$ cat src/pkg/fpep_pkg.sv
// Summary of operation
// - Software write enable at zero protects every block from program and erase.
// - Unselected blocks refuse program and erase but still allow verify.
// - An all-zero erase block mask protects every block.
// - Program or erase bit set means an operation is active.
// - Malfunction during an active operation sets the error flag and protection.
// - Error protection aborts the mode at once and keeps register contents.
// - In error protection, rewriting program or erase bits does not restart.
// - In error protection, verify bits still work and enter verify mode.
// - Any flash read during an active operation sets the error flag.
// - Flash read data during an active operation is undefined.
// - Non-reset exception entry during an operation sets the flag before stacking.
// - Sleep during an active operation sets the error flag; standby does not.
// - Only reset clears the error flag and leaves error protection.
// - Registers stay writable in error protection; standby initialises the first control register and the mask.
// - Only the listed conditions set the error flag.
// - Under software protection, program or erase bits do not enter the mode.
// - Reset clears all three registers; standby entry clears the first control register and the mask; both protect.
package fpep_pkg;
  localparam int unsigned ADDR_W = 4;
  localparam int unsigned DATA_W = 8;
  localparam int unsigned NBLK   = 8;

  localparam logic [ADDR_W-1:0] ADDR_CTRL_ONE = 4'h0;
  localparam logic [ADDR_W-1:0] ADDR_CTRL_TWO = 4'h1;
  localparam logic [ADDR_W-1:0] ADDR_EBMASK   = 4'h2;
  localparam logic [ADDR_W-1:0] ADDR_IRQ_STAT = 4'h3;
  localparam logic [ADDR_W-1:0] ADDR_IRQ_MASK = 4'h4;
  localparam logic [ADDR_W-1:0] ADDR_MODE     = 4'h5;

  // Bit positions within the first control register.
  localparam int unsigned BIT_PROG = 0;
  localparam int unsigned BIT_ERASE = 1;
  localparam int unsigned BIT_PVER = 2;
  localparam int unsigned BIT_EVER = 3;
  localparam int unsigned BIT_SWE  = 6;
  // Bit position of the error flag within the second control register.
  localparam int unsigned BIT_FERR = 7;

  // Interrupt status bits.
  localparam int unsigned IRQ_ERR = 0;
  localparam int unsigned IRQ_REFUSED = 1;

  localparam logic [DATA_W-1:0] REG_RST  = 8'h00;
  localparam logic [DATA_W-1:0] UNDEF_RD = 8'hFF;

  typedef enum logic [2:0] {
    FPEP_IDLE    = 3'b000,
    FPEP_PROG    = 3'b001,
    FPEP_ERASE   = 3'b011,
    FPEP_PVERIFY = 3'b010,
    FPEP_EVERIFY = 3'b110
  } fpep_mode_e;

  typedef struct packed {
    logic              wr;
    logic              rd;
    logic [ADDR_W-1:0] addr;
    logic [DATA_W-1:0] wdata;
  } fpep_bus_s;

  typedef struct packed {
    logic flash_read;
    logic exception;
    logic sleep;
    logic standby;
  } fpep_cpu_s;
endpackage

$ cat src/verilog/fpep_protect.sv
`timescale 1ns/10ps
module fpep_protect (
  // Clock and reset
  input  wire logic                         clk,
  input  wire logic                         rst_b,
  // Register port
  input  wire fpep_pkg::fpep_bus_s          bus,
  output logic [fpep_pkg::DATA_W-1:0]       rdata,
  // CPU events
  input  wire fpep_pkg::fpep_cpu_s          cpu,
  // Flash array
  input  wire logic [fpep_pkg::DATA_W-1:0]  flash_rdata,
  output logic [fpep_pkg::DATA_W-1:0]       flash_data,
  output logic [fpep_pkg::NBLK-1:0]         prog_en,
  output logic [fpep_pkg::NBLK-1:0]         erase_en,
  output logic                              verify_en,
  output logic                              err_protect,
  output logic                              irq
);
  import fpep_pkg::*;

  logic [DATA_W-1:0] ctrl_one_reg;
  logic              ferr_reg;
  logic [NBLK-1:0]   ebmask_reg;
  logic [1:0]        irq_stat_reg;
  logic [1:0]        irq_mask_reg;
  fpep_mode_e        mode_reg;
  fpep_mode_e        mode_next;
  logic              active;
  logic              sw_ok;
  logic              err_set;
  logic              refused;

  // An operation is active whenever program or erase is requested.
  assign active = ctrl_one_reg[BIT_PROG] | ctrl_one_reg[BIT_ERASE];
  // Both software enable and a nonzero mask are needed.
  assign sw_ok = ctrl_one_reg[BIT_SWE] && ebmask_reg != '0;
  // Only these three CPU events are malfunctions.
  assign err_set = active &&
    (cpu.flash_read || cpu.exception || cpu.sleep);
  // A refused request is only reported, but a CPU event during it still sets the error.
  assign refused = active && !sw_ok && !ferr_reg;

  // Registers keep contents on error and stay writable; standby clears.
  always_ff @(posedge clk or negedge rst_b) begin
    if (!rst_b) begin
      ctrl_one_reg <= REG_RST;
      ebmask_reg   <= '0;
    end else if (cpu.standby) begin
      ctrl_one_reg <= REG_RST;
      ebmask_reg   <= '0;
    end else if (bus.wr) begin
      if (bus.addr == ADDR_CTRL_ONE) begin
        ctrl_one_reg <= bus.wdata;
      end else if (bus.addr == ADDR_EBMASK) begin
        ebmask_reg <= bus.wdata[NBLK-1:0];
      end
    end
  end

  // The flag is registered on the clock edge after the event; only reset clears.
  always_ff @(posedge clk or negedge rst_b) begin
    if (!rst_b) begin
      ferr_reg <= 1'b0;
    end else if (err_set) begin
      ferr_reg <= 1'b1;
    end
  end

  always_comb begin
    mode_next = FPEP_IDLE;
    if (cpu.standby || err_set) begin
      mode_next = FPEP_IDLE;
    end else if (ctrl_one_reg[BIT_PROG] && sw_ok && !ferr_reg) begin
      mode_next = FPEP_PROG;
    end else if (ctrl_one_reg[BIT_ERASE] && sw_ok && !ferr_reg) begin
      mode_next = FPEP_ERASE;
    end else if (ctrl_one_reg[BIT_PVER] && ctrl_one_reg[BIT_SWE]) begin
      mode_next = FPEP_PVERIFY;
    end else if (ctrl_one_reg[BIT_EVER] && ctrl_one_reg[BIT_SWE]) begin
      mode_next = FPEP_EVERIFY;
    end
  end

  always_ff @(posedge clk or negedge rst_b) begin
    if (!rst_b) begin
      mode_reg <= FPEP_IDLE;
    end else begin
      mode_reg <= mode_next;
    end
  end

  // Abort takes effect in the same cycle as the error event.
  always_comb begin
    prog_en  = '0;
    erase_en = '0;
    case (mode_reg)
      FPEP_PROG: begin
        prog_en = (err_set || ferr_reg) ? '0 : ebmask_reg;
      end
      FPEP_ERASE: begin
        erase_en = (err_set || ferr_reg) ? '0 : ebmask_reg;
      end
      default: begin
      end
    endcase
  end
  assign verify_en   = mode_reg == FPEP_PVERIFY || mode_reg == FPEP_EVERIFY;
  assign err_protect = ferr_reg;

  // Reads during an operation return a fixed pattern, not array data.
  always_ff @(posedge clk or negedge rst_b) begin
    if (!rst_b) begin
      flash_data <= REG_RST;
    end else if (cpu.flash_read) begin
      flash_data <= active ? UNDEF_RD : flash_rdata;
    end
  end

  always_ff @(posedge clk or negedge rst_b) begin
    if (!rst_b) begin
      irq_stat_reg <= '0;
      irq_mask_reg <= '0;
    end else begin
      for (int i = 0; i < 2; i++) begin
        if ((i == IRQ_ERR && err_set) || (i == IRQ_REFUSED && refused)) begin
          irq_stat_reg[i] <= 1'b1;
        end else if (bus.wr && bus.addr == ADDR_IRQ_STAT && bus.wdata[i]) begin
          irq_stat_reg[i] <= 1'b0;
        end
      end
      if (bus.wr && bus.addr == ADDR_IRQ_MASK) begin
        irq_mask_reg <= bus.wdata[1:0];
      end
    end
  end
  assign irq = |(irq_stat_reg & irq_mask_reg);

  always_ff @(posedge clk or negedge rst_b) begin
    if (!rst_b) begin
      rdata <= REG_RST;
    end else if (bus.rd) begin
      if (bus.addr == ADDR_CTRL_ONE) begin
        rdata <= ctrl_one_reg;
      end else if (bus.addr == ADDR_CTRL_TWO) begin
        rdata <= {ferr_reg, {(DATA_W-1){1'b0}}};
      end else if (bus.addr == ADDR_EBMASK) begin
        rdata <= ebmask_reg;
      end else if (bus.addr == ADDR_IRQ_STAT) begin
        rdata <= {6'h00, irq_stat_reg};
      end else if (bus.addr == ADDR_IRQ_MASK) begin
        rdata <= {6'h00, irq_mask_reg};
      end else if (bus.addr == ADDR_MODE) begin
        rdata <= {5'h00, mode_reg};
      end else begin
        rdata <= REG_RST;
      end
    end else begin
      rdata <= REG_RST;
    end
  end

endmodule // fpep_protect

$ cat config.mk
export PLATFORM = sky130hd
export DESIGN_NAME = fpep_protect
export DESIGN_NICKNAME = d
export VERILOG_FILES = /design/src/pkg/fpep_pkg.sv /design/src/verilog/fpep_protect.sv
export SDC_FILE = /design/constraint.sdc
export NUM_CORES = 1
export LEC_CHECK = 0
export ABC_AREA = 1
export ABC_CLOCK_PERIOD_IN_PS = 2290
export BUFFER_PORTS_ARGS = -buffer_cell sky130_fd_sc_hd__buf_4
export CAP_MARGIN = 20
export CELL_PAD_IN_SITES_DETAIL_PLACEMENT = 1
export CELL_PAD_IN_SITES_GLOBAL_PLACEMENT = 1
export CORE_UTILIZATION = 39
export DETAILED_ROUTE_END_ITERATION = 10
export PLACE_DENSITY = 0.82
export RECOVER_POWER = 50
export SKIP_LAST_GASP = 1
export SLEW_MARGIN = 20
export SYNTH_ARGS = -nofsm -noshare
export SYNTH_HDL_FRONTEND = slang
export SYNTH_SLANG_ARGS = --single-unit
$ cat constraint.sdc
create_clock -name clk -period 2.29 [get_ports clk]
set_input_delay 0.1145 -clock clk [delete_from_list [all_inputs] [get_ports clk]]
set_output_delay 0.1145 -clock clk [all_outputs]
set_load 0.02 [all_outputs]
# After elaboration in Yosys (flattened, before gate mapping)
# Cells that the tools add are included.
# word_totals
ram_bits	0
n_memories	0
latchBits	0
romBits	0
in_bits	28
elab_cells	79
ff_bits	40
# classes
bitwise	2
div	0
magnitude_cmp	0
n_mul	0
eq_ne	10
reduce_logical	31
n_shift	0
add_sub_neg	0
n_mux	27
# op_table
cell	n
two-way mux 8 bit	15
two-way mux 3 bit	8
logical AND 1 bit	14
nonzero test 2 bit	5
== test 4 x 2 -> 1 bit, second input constant	2
== test 4 x 3 -> 1 bit, second input constant	2
nonzero test 8 bit	1
== test 3 x 2 -> 1 bit, second input constant	2
logical OR 1 bit	5
== test 4 x 1 -> 1 bit, second input constant	1
zero test 4 bit	1
two-way mux 1 bit	4
== test 3 x 1 -> 1 bit, second input constant	1
== test 3 bit, second input constant	1
AND reduction 3 bit	1
bitwise AND 2 bit	1
zero test 1 bit	2
!= test 2 bit, second input constant	1
AND reduction 2 bit	1
OR reduction 2 bit	1
bitwise OR 1 bit	1

# Depth between registers and ports, before layout
# depth
depth_word	8
depth_mapped	8

# Worst setup path after synthesis
# OpenSTA, ideal clock, no wires.
# synth_timing
path_type	flip-flop to output port
start	register ctrl_one_reg[0]
end	output port erase_en[5] (netlist bit)
n_path_buf	1
slack_ns	0.756
t_arrival_ns	1.420
path_stages_with_launch	7
cell_sequence	dfrtp_1 nor2_4 inv_2 nand2_4 nand2_4 buf_6 nor3_1
# synth_via
elab_chain_cells	5
# synth_lines
item	line_no	rtl
from (decl)	fpep_protect.sv:22	logic [DATA_W-1:0] ctrl_one_reg;
from (signal assigned)	fpep_protect.sv:54	ctrl_one_reg <= bus.wdata;
bitwise OR 1 bit	fpep_protect.sv:35	assign active = ctrl_one_reg[BIT_PROG] | ctrl_one_reg[BIT_ERASE];
logical AND 1 bit	fpep_protect.sv:39	assign err_set = active &&
logical OR 1 bit	fpep_protect.sv:102	erase_en = (err_set || ferr_reg) ? '0 : ebmask_reg;
two-way mux 8 bit	fpep_protect.sv:102	
two-way mux 8 bit	fpep_protect.sv:97	case (mode_reg)
to (decl)	fpep_protect.sv:15	output logic [fpep_pkg::NBLK-1:0] erase_en,
# Every way passes these cells.

# Final worst setup path
# layout_timing
start	register ctrl_one_reg[0]
end	output port erase_en[2] (netlist bit)
# The elaborated chain is that of the path after synthesis.

==> impl_metrics.toml <==
[clocking]
post_cts_buffers = 0
clock_path_buffers = 2
cts_tree = "built"
clkLatencyLatePin_ns = 0.30
cts_root_buf = "clkbuf_8"
clk_pin_slew_worst_paths_ns = 0.08
cts_max_level = 2
hold_buffers = 1
numCtsBuffers = 5
cts_resized = 0
cts_sinks = 40

[drt]
drtIter0Drc = 65
ant_nets = 0
drt-total-wl_mm = 5.95
wl_met1_mm = 2.55
wl_met3_um = 207
viasPerCell = 5.03
met2_length_mm = 3.09
wl_per_cell_um = 15.2
vias = 1973
drt_pass1_iterations = 4
routed.top_layer = "met4"
drc = 0

[timing]
tightest_slew_ns = 0.993
max-slew-margin-rel = 0.338
setup_violations = 0
layout_min_cycle_time_ns = 1.78
setup_tns_ns = 0
grt_setup_unrepaired = "false"
fmaxAchievable_mhz = 563
slew_violations = 0
clock_skew_ns = 0.00831
period_share = 0.776
hold_viol_final = 0
holdWs_ns = 0.0499

[pwr]
ir_drop_mv = 0.552
p_clk_frac = 0.422
p_int_mw = 1.42
pwr-share-comb = 0.152
power.density_mw_per_mm2 = 707
switchingPower_mw = 0.476
switching_share = 0.252
p_leak_nw = 1.34
pwr-share-seq = 0.426

[die]
die_area_mm2 = 0.00546
dieWidth_um = 73.9
boundaryPins = 63
core_mm2 = 0.00485
start_util = 0.416
fp-row-count = 25
die_h_um = 73.9

[yosys]
yosysMostFrequentCell = "nand2_1"
synth-seq-cells = 40
synth_top_cells_by_count = "nand2_1 (56), dfrtp_1 (40), nor2_1 (38)"
synth_edf_count = 0
synth_cell_type_count = 24
synth_nets = 285
syn_avg_cell_area_um2 = 7.84
synthTopCellsByArea = "dfrtp_1 (50%), nand2_1 (10%), nor2_1 (7.1%)"
synth_top_area_frac = 0.497
synth_ff_type = "dfrtp_1"
synthCells = 257
ys_warn_count = 0
seq_area_frac_synth = 0.497
yosysTopAreaCell = "dfrtp_1"
netlist_area_mm2 = 0.00202
async_flop_share = 1.00

[finish]
finalNonFillerCells = 392
fillers = 626
synthToLayoutAreaGrowth_pct = 32.8
antenna_cells = 0
drive_gt1_frac = 0.252
nets = 352
final_util = 0.552

[critical_path]
r2r-end = "mode_reg[2]"
reg2reg_depth = 7
cp-start-kind = "register"
required_ns = 2.18
cp.arrival_ns = 1.66
r2r_slack_ns = 0.82
cp-end-kind = "output port"
worstReg2RegStart = "ctrl_one_reg[0]"
path_class = "reg -> out"
crit_path_max_fanout = 17

[worst_hold_path]
hp-class = "in -> reg"
hp-start = "bus[12]"
hold_path_depth = 3
min_to = "rdata[2]"

[global_routing]
grt_usage = 0.240
grt_first_pass_wirelength_mm = 9.60
grt_pass1_vias = 2026
antenna_found_initial = 0
grt-ovfl-total = 0
grt_max_degree = 41

[place]
finalWeightedCongestion = 0.841
dp_cells = 383
dp_hpwl_mm = 4.51
place.port_buffers = 62

[run_status]
outcome = "finished, final reports clean"

[job]
max_cap_viol_count = 0
## power groups by stage
stage                     Clock (mW)  Sequential (mW)  Combinational (mW)
after global placement             0            0.816               0.285
after detailed placement           0            0.819               0.296
after global routing           0.840            0.811               0.321
final                          0.798            0.806               0.288
after floorplan                    0            0.830               0.139
after CTS                      0.812            0.806               0.301
## cells in the final DEF, fill, tap and decap left out, drive strengths merged, types with 2 or more instances in the layout
cell type,count
o211ai,2
nand2,60
inv,35
nand4,2
nor3,19
nor2,42
clkbuf,7
nand3,14
clkinvlp,2
buf,60
dfrtp,40
a21oi,17
o21ai,19
bufinv,3
## routing by layer
metal  global-route usage  vias to the layer above
met5                    0                        -
li1                     -                      954
met4               0.0855                        0
met3               0.0370                        9
met1                0.287                      957
met2                0.433                       53
## critical path, cell delays in order, from the launching register on
cell and delay (ns):
dfrtp_1 0.43, nor2_4 0.24, inv_2 0.10, nand2_4 0.11, nand2_4 0.12, nor3_1 0.18
buf_4 0.18
## cell type report
class	count	area [um^2]	share of cell area
Multi-Input combinational cell	177	820	0.306
Clock inverter	3	90.1	0.0337
Sequential cell	40	1000	0.374
Inverter	37	144	0.0538
Timing Repair Buffer	63	469	0.175
Clock buffer	5	68.8	0.0257
Tap cell	67	83.8	0.0313
## how the worst max path moves through the flow
stage	from	to	slack (ns)	cells past startpoint
finish	ctrl_one_reg[0]	erase_en[2]	0.51	6
global route	ctrl_one_reg[0]	erase_en[2]	0.37	6
CTS	ctrl_one_reg[0]	erase_en[2]	0.50	6
detailed placement	ctrl_one_reg[0]	erase_en[2]	0.85	6
global placement	ctrl_one_reg[0]	prog_en[1]	0.89	6
floorplan	ctrl_one_reg[0]	erase_en[5]	0.76	6
## cell families (layout without fill, tap and decap cells)
| group | count (synthesis) | after routing | synth area share |
|---|---|---|---|
| buffers and inverters | 40 | 108 | 0.0832 |
| AND/OR/NAND/NOR | 138 | 138 | 0.304 |
| flip-flops | 40 | 40 | 0.497 |
| AO/OA/AOI/OAI | 39 | 39 | 0.116 |
## through the flow
step,instance area (um^2),setup slack [ns],total power [mW]
2_1_floorplan,2020,0.756,0.969
3_3_place_gp,2540,0.892,1.10
3_5_place_dp,2540,0.853,1.11
4_1_cts,2710,0.502,1.92
5_1_grt,2680,0.365,1.97
6_report,2680,0.513,1.89
No activity file was read; power rests on OpenSTA's default activity.
